===== config.mk =====
export PLATFORM = sky130hd
export DESIGN_NAME = mdpa_core
export DESIGN_NICKNAME = d
export VERILOG_FILES = /design/src/logic/mdpa_pkg.sv /design/src/logic/mdpa_core.sv
export SDC_FILE = /design/constraint.sdc
export NUM_CORES = 1
export LEC_CHECK = 0
export ABC_AREA = 1
export BUFFER_PORTS_ARGS = -buffer_cell sky130_fd_sc_hd__buf_2
export CORE_MARGIN = 1.5
export CORE_UTILIZATION = 55
export DETAILED_ROUTE_END_ITERATION = 10
export PLACE_DENSITY_LB_ADDON = 0.12
export SLEW_MARGIN = 15
export SYNTH_ARGS = -nofsm -noshare
export SYNTH_HDL_FRONTEND = slang
export SYNTH_SLANG_ARGS = --single-unit

===== constraint.sdc =====
create_clock -name clk_sys_i -period 17.5 [get_ports clk_sys_i]
set_clock_uncertainty 0.15 [all_clocks]
set_input_delay 0.875 -clock clk_sys_i [delete_from_list [all_inputs] [get_ports clk_sys_i]]
set_output_delay 0.875 -clock clk_sys_i [all_outputs]
set_load 0.01 [all_outputs]

===== src/logic/mdpa_pkg.sv =====
/*
 package of the motor drive protect and amplitude block: register map,
 field layout, timing, modes, state codes and modulation constants.
 assumes a single 125 MHz system clock.
*/
package mdpa_pkg;
	// ---------------------------------------------------------------
	// clock and timing
	// ---------------------------------------------------------------
	localparam int CLK_MHZ = 125;
	localparam int LOCK_OFF_MS = 5;
	localparam int unsigned LOCK_OFF_CYC_DEF = LOCK_OFF_MS * 1000 * CLK_MHZ;
	localparam logic [5:0] SAMPLE_DIV_LAST = 6'h3F;
	localparam logic [7:0] WIN_LAST = 8'hFF;
	// ---------------------------------------------------------------
	// register map
	// ---------------------------------------------------------------
	localparam logic [7:0] ADDR_FAULT = 8'h00;
	localparam logic [7:0] ADDR_STATUS = 8'h01;
	localparam logic [7:0] ADDR_CTRL = 8'h02;
	localparam logic [7:0] ADDR_SPEED = 8'h03;
	localparam int BIT_OT = 15;
	localparam int BIT_WARN = 14;
	localparam int BIT_OC = 11;
	localparam int LOCK_W = 3;
	localparam int STAT_STATE_LSB = 8;
	localparam logic [15:0] RDATA_RST = 16'h0000;
	localparam logic [7:0] SPEED_RST = 8'h00;
	// ---------------------------------------------------------------
	// speed sources and minimum duty modes
	// ---------------------------------------------------------------
	localparam logic [1:0] SRC_ANALOG = 2'h0;
	localparam logic [1:0] SRC_PWM = 2'h1;
	localparam logic [1:0] SRC_I2C = 2'h2;
	localparam logic [1:0] LIM_NONE = 2'h0;
	localparam logic [1:0] LIM_OFF = 2'h2;
	localparam logic [7:0] MIN_DUTY = 8'h1A;
	// ---------------------------------------------------------------
	// modulation
	// ---------------------------------------------------------------
	localparam int ACC_W = 28;
	localparam logic [7:0] PH_V = 8'h55;
	localparam logic [7:0] PH_W = 8'hAB;
	localparam logic [8:0] SIN_MID = 9'h0FF;
	localparam logic [7:0] NORM = 8'h95;
	localparam logic [7:0] SIN_Q [0:16] = '{8'h00, 8'h19, 8'h32, 8'h4A, 8'h62, 8'h78,
		8'h8E, 8'hA2, 8'hB4, 8'hC5, 8'hD4, 8'hE1, 8'hEC, 8'hF4, 8'hFA, 8'hFE, 8'hFF};
	// ---------------------------------------------------------------
	// types
	// ---------------------------------------------------------------
	typedef enum logic [4:0] {
		ST_RUN = 5'h01,
		ST_UV = 5'h02,
		ST_OT = 5'h04,
		ST_OC = 5'h08,
		ST_LOCK = 5'h10
	} mdpa_state_t;
	typedef struct packed {
		logic [11:0] rsvd;
		logic [1:0] speed_src;
		logic [1:0] min_duty_select;
	} mdpa_cfg_t;
	localparam mdpa_cfg_t CFG_RST = 16'h0000;
	typedef struct packed {
		logic uv_below_fall;
		logic uv_above_rise;
		logic temp_over;
		logic temp_below_hys;
		logic temp_warn;
		logic overcurrent;
		logic [2:0] lock_detect;
	} mdpa_prot_t;
endpackage

===== src/logic/mdpa_core.sv =====
/*
 control core of a three-phase sensorless motor driver: speed source
 selection, minimum duty, duty limiting, flat-bottom sine modulation,
 tach output and protection with fault and status registers.
 assumes comparators and the register interface are synchronous to clk_sys_i.
*/
// Functional notes
// - over-temp stops drive, flags, waits hysteresis
// - warning flag bit 14, drive continues
// - undervoltage lockout with rising release threshold
// - overcurrent floats phases, flag bit 11
// - rotor lock stops, retries after off interval
// - status shows which lock method fired
// - speed from analog, pwm pin or register
// - two-bit minimum duty mode on pwm input
// - limiters may lower peak below command
// - sine phase-to-phase, third harmonic to ground
// - one phase grounded, two modulated
// - duty value is peak, full equals supply
// - nonvolatile settings copied after power-on
// - register writes override nonvolatile settings
// - tach follows commutation frequency
// - direction taken from direction pin
`timescale 1ns/100ps
module mdpa_core import mdpa_pkg::*; #(
	parameter int unsigned LOCK_OFF_CYC = LOCK_OFF_CYC_DEF
) (
	// clock and reset
	input wire logic clk_sys_i,
	input wire logic reset_i,
	// protection comparators
	input wire mdpa_prot_t prot_i,
	// speed and direction inputs
	input wire logic speed_pin_i,
	input wire logic [7:0] analog_speed_i,
	input wire logic dir_i,
	// limiter requests
	input wire logic [7:0] surge_limit_i,
	input wire logic [7:0] curr_limit_i,
	input wire logic [7:0] accel_limit_i,
	// nonvolatile settings
	input wire logic [15:0] nv_cfg_i,
	input wire logic [7:0] nv_speed_i,
	// register port
	input wire logic reg_wr_i,
	input wire logic reg_rd_i,
	input wire logic [7:0] reg_addr_i,
	input wire logic [15:0] reg_wdata_i,
	output logic [15:0] reg_rdata_o,
	// motor side
	output logic [2:0] phase_pwm_o,
	output logic phase_hiz_o,
	output logic drive_en_o,
	output logic tach_out_o,
	output logic [7:0] peak_output_duty_o
);
	// ---------------------------------------------------------------
	// functions
	// ---------------------------------------------------------------
	function automatic logic [8:0] min9(input logic [8:0] a, input logic [8:0] b);
		min9 = (a < b) ? a : b;
	endfunction
	function automatic logic [8:0] sin_off(input logic [7:0] a);
		logic [4:0] idx;
		logic [8:0] m;
		idx = a[6] ? 5'h10 - {1'b0, a[5:2]} : {1'b0, a[5:2]};
		m = {1'b0, SIN_Q[idx]};
		sin_off = a[7] ? SIN_MID - m : SIN_MID + m;
	endfunction
	function automatic logic [7:0] scale(input logic [8:0] d, input logic [7:0] pk);
		logic [24:0] p;
		p = 25'(d) * 25'(pk) * 25'(NORM);
		scale = (p[24:16] > SIN_MID) ? 8'hFF : p[23:16];
	endfunction
	// ---------------------------------------------------------------
	// working registers
	// ---------------------------------------------------------------
	mdpa_cfg_t cfg_r;
	logic [7:0] speed_r;
	logic load_pend_r, wr_ctrl, wr_speed, rd_fault, rd_status;
	assign wr_ctrl = reg_wr_i && reg_addr_i == ADDR_CTRL;
	assign wr_speed = reg_wr_i && reg_addr_i == ADDR_SPEED;
	assign rd_fault = reg_rd_i && reg_addr_i == ADDR_FAULT;
	assign rd_status = reg_rd_i && reg_addr_i == ADDR_STATUS;
	always_ff @(posedge clk_sys_i) begin
		if (reset_i) begin
			load_pend_r <= 1'b1;
			cfg_r <= CFG_RST;
			speed_r <= SPEED_RST;
		end else begin
			load_pend_r <= 1'b0;
			if (wr_ctrl)
				cfg_r <= reg_wdata_i;
			else if (load_pend_r)
				cfg_r <= nv_cfg_i;
			if (wr_speed)
				speed_r <= reg_wdata_i[7:0];
			else if (load_pend_r)
				speed_r <= nv_speed_i;
		end
	end
	// ---------------------------------------------------------------
	// pwm speed input duty measurement
	// ---------------------------------------------------------------
	logic [5:0] div_r;
	logic [7:0] win_r, hi_r, pwm_duty_r;
	logic samp_en, win_end;
	assign samp_en = div_r == SAMPLE_DIV_LAST;
	assign win_end = samp_en && win_r == WIN_LAST;
	always_ff @(posedge clk_sys_i) begin
		if (reset_i) begin
			div_r <= '0;
			win_r <= '0;
			hi_r <= '0;
			pwm_duty_r <= '0;
		end else begin
			div_r <= div_r + 6'h01;
			if (samp_en)
				win_r <= win_r + 8'h01;
			if (win_end) begin
				pwm_duty_r <= hi_r;
				hi_r <= '0;
			end else if (samp_en && speed_pin_i && hi_r != WIN_LAST)
				hi_r <= hi_r + 8'h01;
		end
	end
	// ---------------------------------------------------------------
	// speed command and peak duty
	// ---------------------------------------------------------------
	logic [7:0] pwm_lim, cmd, peak_nxt, peak_r;
	logic [8:0] m_a, m_b;
	logic below_min;
	assign below_min = pwm_duty_r < MIN_DUTY && cfg_r.min_duty_select != LIM_NONE;
	assign pwm_lim = !below_min ? pwm_duty_r :
		(cfg_r.min_duty_select == LIM_OFF) ? 8'h00 : MIN_DUTY;
	assign cmd = (cfg_r.speed_src == SRC_PWM) ? pwm_lim :
		(cfg_r.speed_src == SRC_I2C) ? speed_r : analog_speed_i;
	assign m_a = min9({1'b0, cmd}, {1'b0, surge_limit_i});
	assign m_b = min9({1'b0, curr_limit_i}, {1'b0, accel_limit_i});
	assign peak_nxt = 8'(min9(m_a, m_b));
	always_ff @(posedge clk_sys_i) begin
		if (reset_i)
			peak_r <= '0;
		else
			peak_r <= peak_nxt;
	end
	assign peak_output_duty_o = peak_r;
	// ---------------------------------------------------------------
	// protection state machine
	// ---------------------------------------------------------------
	mdpa_state_t st_r, st_nxt;
	logic [31:0] tmr_r;
	logic tmr_load, tmr_zero, oc_r;
	logic [LOCK_W-1:0] lock_r;
	assign tmr_zero = tmr_r == 32'h0000_0000;
	always_comb begin
		st_nxt = st_r;
		tmr_load = 1'b0;
		if (prot_i.uv_below_fall)
			st_nxt = ST_UV;
		else case (st_r)
			ST_UV: if (prot_i.uv_above_rise)
				st_nxt = ST_RUN;
			ST_OT: if (prot_i.temp_below_hys)
				st_nxt = ST_RUN;
			ST_RUN: if (prot_i.temp_over)
				st_nxt = ST_OT;
			else if (prot_i.overcurrent) begin
				st_nxt = ST_OC;
				tmr_load = 1'b1;
			end else if (|prot_i.lock_detect) begin
				st_nxt = ST_LOCK;
				tmr_load = 1'b1;
			end
			ST_OC, ST_LOCK: if (prot_i.temp_over)
				st_nxt = ST_OT;
			else if (tmr_zero)
				st_nxt = ST_RUN;
			default: st_nxt = ST_UV;
		endcase
	end
	always_ff @(posedge clk_sys_i) begin
		if (reset_i) begin
			st_r <= ST_UV;
			tmr_r <= '0;
			oc_r <= 1'b0;
			lock_r <= '0;
		end else begin
			st_r <= st_nxt;
			if (tmr_load)
				tmr_r <= LOCK_OFF_CYC - 32'h0000_0001;
			else if (!tmr_zero)
				tmr_r <= tmr_r - 32'h0000_0001;
			if (st_nxt == ST_OC && st_r == ST_RUN)
				oc_r <= 1'b1;
			else if (rd_fault)
				oc_r <= 1'b0;
			if (st_nxt == ST_LOCK && st_r == ST_RUN)
				lock_r <= prot_i.lock_detect;
			else if (rd_status)
				lock_r <= '0;
		end
	end
	assign drive_en_o = st_r == ST_RUN;
	assign phase_hiz_o = st_r == ST_OC;
	// ---------------------------------------------------------------
	// register read
	// ---------------------------------------------------------------
	logic [15:0] fault_w, status_w, rd_w, rdata_r;
	assign fault_w = (16'(st_r == ST_OT) << BIT_OT) | (16'(prot_i.temp_warn) << BIT_WARN)
		| (16'(oc_r) << BIT_OC);
	assign status_w = (16'(st_r) << STAT_STATE_LSB) | 16'(lock_r);
	assign rd_w = (reg_addr_i == ADDR_FAULT) ? fault_w :
		(reg_addr_i == ADDR_STATUS) ? status_w :
		(reg_addr_i == ADDR_CTRL) ? 16'(cfg_r) :
		(reg_addr_i == ADDR_SPEED) ? 16'(speed_r) : RDATA_RST;
	always_ff @(posedge clk_sys_i) begin
		if (reset_i)
			rdata_r <= RDATA_RST;
		else if (reg_rd_i)
			rdata_r <= rd_w;
	end
	assign reg_rdata_o = rdata_r;
	// ---------------------------------------------------------------
	// modulation and tach
	// ---------------------------------------------------------------
	logic [ACC_W-1:0] acc_r;
	logic [7:0] carrier_r, ang [3], duty [3];
	logic [8:0] s [3], s_min;
	logic [2:0] pwm_r, sec_r;
	logic [9:0] tri3;
	logic tach_r;
	assign ang[0] = acc_r[ACC_W-1 -: 8];
	assign ang[1] = ang[0] + (dir_i ? PH_W : PH_V);
	assign ang[2] = ang[0] + (dir_i ? PH_V : PH_W);
	assign s_min = min9(min9(s[0], s[1]), s[2]);
	genvar gi;
	for (gi = 0; gi < 3; gi++) begin : g_ph
		assign s[gi] = sin_off(ang[gi]);
		assign duty[gi] = scale(s[gi] - s_min, peak_r);
		always_ff @(posedge clk_sys_i) begin
			if (reset_i)
				pwm_r[gi] <= 1'b0;
			else
				pwm_r[gi] <= drive_en_o && carrier_r < duty[gi];
		end
	end
	assign tri3 = {2'b00, ang[0]} + {1'b0, ang[0], 1'b0};
	always_ff @(posedge clk_sys_i) begin
		if (reset_i) begin
			acc_r <= '0;
			carrier_r <= '0;
			sec_r <= '0;
			tach_r <= 1'b0;
		end else begin
			carrier_r <= carrier_r + 8'h01;
			if (drive_en_o)
				acc_r <= acc_r + ACC_W'(peak_r);
			sec_r <= tri3[9:7];
			if (sec_r != tri3[9:7])
				tach_r <= ~tach_r;
		end
	end
	assign phase_pwm_o = pwm_r;
	assign tach_out_o = tach_r;
	// ---------------------------------------------------------------
	// assertions
	// ---------------------------------------------------------------
	logic quiet;
	assign quiet = !prot_i.uv_below_fall && !prot_i.temp_over;
endmodule


==> qor.csv <==
stage;metric;value;unit
placement;io_buffers;124;
finish;regArea;0.00326;mm2
min_path;hold_path.class;reg -> reg;
min_path;hp-start;win_r[4];
yosys;yosysMostFrequentCell;inv_1;
yosys;synth_fp_nets;4240;
routing;vias;22500;
yosys;syn_inst;3495;
routing;avgRoutedWirePerCell;14.7;um
min_path;hold_path_end;win_r[4];
routing;drc;0;
finish;nets;4345;
finish;drive_above_1_share;0.0966;
global_route;grt-ovfl-total;0;
clocking;cts_tree;yes;
floorplanning;num_rows;78;
yosys;yosysSeqAreaShare;0.128;
timing;max-slew-margin-rel;0.310;
timing;worst_slack;1.16;ns
critical_path;critPathCaptureType;flip-flop;
global_route;grt_first_pass_wirelength;105000;um
timing;setup_viol;0;
finish;areaGrowthSynthToFinish;7.78;%
yosys;synth_top_cells_by_count;683 x inv_1, 506 x nand2_1, 451 x ha_1;
clocking;htree_num_levels;4;
yosys;avgSynthCellArea;7.28;um2
critical_path;slowest_delay;0.53;ns
yosys;synth_enable_flop_cells;0;
floorplanning;start_util;0.559;
clocking;clk_pin_slew;0.09;ns
floorplanning;fp.dieArea;0.0475;mm2
global_route;grt_pass1_vias;22900;
clocking;cts_hold_buf;0;
finish;multiInputGateArea;0.0193;mm2
global_route;antenna_found_initial;0;
routing;postRouteAntennaNets;0;
yosys;synth_top_cell_by_area;ha_1;
global_route;track_usage;0.268;
yosys;yosysWarnings;0;
timing;period_share;0.934;
clocking;root_buffer;clkbuf_16;
critical_path;arrival;16.56;ns
placement;dp_hpwl;51600;um
routing;dr.pass1.iters;7;
critical_path;critPathSlowestCell;fa_1;
floorplanning;core_area;0.0455;mm2
critical_path;worstPathMaxFanout;14;
yosys;synthFlopType;dfxtp_1;
timing;worst_slew_pin_slew;1.03;ns
floorplanning;die_h;218;um
routing;drt_wl_total;62100;um
placement;dp_cells;4174;
routing;vias_per_cell;5.33;
status;outcome;finished clean;
critical_path;path_class;in -> reg;
timing;maxClockFrequency;61.2;MHz
critical_path;r2r_start;acc_r[23];
yosys;synthArstFlopShare;0;
yosys;ys_top_cells_by_area;ha_1 22%, fa_1 16%, dfxtp_1 13%;
yosys;synth_top_area_frac;0.222;
critical_path;rr_worst_depth;86;
timing;fin_setup_tns;0;ns
timing;hold_viol;0;
clocking;numCtsBuffers;17;
yosys;synth_seq_cells;163;
placement;place_area;0.0267;mm2
global_route;grt_max_degree;57;
yosys;synth_area;0.0254;mm2
critical_path;reg2reg_slack;1.31;ns
yosys;ys_types;62;
clocking;clk_latency;0.47;ns
clocking;cts.path.max_buffers;2;
placement;gp_congestion;0.961;
critical_path;cp_common_cell;nand2_1;
clocking;cts_sinks;163;
routing;drt_iter0_drc;1016;
critical_path;crit_required;17.72;ns
timing;drv_slew;0;
timing;min_period;16.34;ns
floorplanning;io_pins;125;
finish;antenna_cells;0;
finish;instances_no_fill;4213;
finish;n_fill_cell;4216;
job;max_cap_violations;0;
placement;pre_cts_ws;0.152;ns
floorplanning;die_w;218;um
min_path;min_path_cells;1;
critical_path;worstReg2RegEnd;phase_pwm_o[1];
critical_path;start_kind;input pin;
finish;final_cell_area;0.0274;mm2
-- final cells by class --
| type | count | share of cell area |
|---|---|---|
| Multi-Input combinational cell | 2560 | 0.705 |
| Sequential cell | 163 | 0.119 |
| Inverter | 709 | 0.0972 |
| Timing Repair Buffer | 149 | 0.0295 |
| Tap cell | 600 | 0.0274 |
| Clock buffer | 17 | 0.0155 |
| Clock inverter | 15 | 0.00593 |
-- critical path: cells and delay by family --
| family | cells | cell delay, ns |
|---|---|---|
| AND/OR/NAND/NOR | 38 | 3.63 |
| buffers and inverters | 16 | 1.21 |
| AO/OA/AOI/OAI | 18 | 3.72 |
| XOR/XNOR | 3 | 0.65 |
| adder cells (fa/ha/maj) | 18 | 6.40 |
-- sequential cells by signal (all words and copies together), names as in the netlist --
signal and count:
tmr_r 32, tach_out_o 1, phase_pwm_o 3, st_r 5, peak_output_duty_o 8, div_r 6
load_pend_r 1, acc_r 28, pwm_duty_r 8, sec_r 3, carrier_r 8, hi_r 8
cfg_r 16, speed_r 8, reg_rdata_o 16, win_r 8, lock_r 3, oc_r 1
-- routing by layer --
layer,share of wire,GRT usage
met1,0.43,0.313
met2,0.51,0.501
met3,0.038,0.0365
met4,0.023,0.0887
met5,0,0
-- worst max-delay path by stage --
stage	start	depth (start not counted)	slack [ns]	endpoint
after global routing	dir_i	94	-0.14	phase_pwm_o[1]
after CTS	dir_i	93	0.65	phase_pwm_o[1]
after floorplan	dir_i	94	1.60	phase_pwm_o[1]
after global placement	dir_i	95	0.65	phase_pwm_o[1]
after detailed placement	dir_i	93	0.15	phase_pwm_o[1]
final	dir_i	93	1.16	phase_pwm_o[1]
-- logic make-up after synthesis --
family / after synthesis / synth area share
xor+xnor: 104 / 0.0382
simple gates: 1308 / 0.226
compound gates: 498 / 0.114
flops: 163 / 0.128
fa+ha+maj: 650 / 0.379
buf+inv: 772 / 0.116
-- layout by cell type (no fill, tap or decap), types with 25 or more instances in the layout --
cell and instances:
inv_1 680, nand2_1 506, ha_1 450, nor2_1 424
a21oi_1 217, fa_1 199, nand3_1 166, dfxtp_1 162
o21ai_0 126, buf_2 124, xor2_1 59, nand2_2 46
nor3_1 36, nand4_1 32, xnor2_1 32, buf_4 25
-- stage by stage --
step           hold slack [ns]   util
2_1_floorplan            0.262      -
3_3_place_gp             0.272  0.586
3_5_place_dp             0.287  0.586
4_1_cts                  0.298  0.599
5_1_grt                  0.333  0.603
6_report                 0.295  0.603
-- timing repair --
item	CTS	global route
buffers inserted	0	7
setup endpoints to repair	0	3
gates resized for setup	0	30
Power is not shown: default switching activity piles up to over one toggle a cycle in this logic, so the estimate is an artifact.
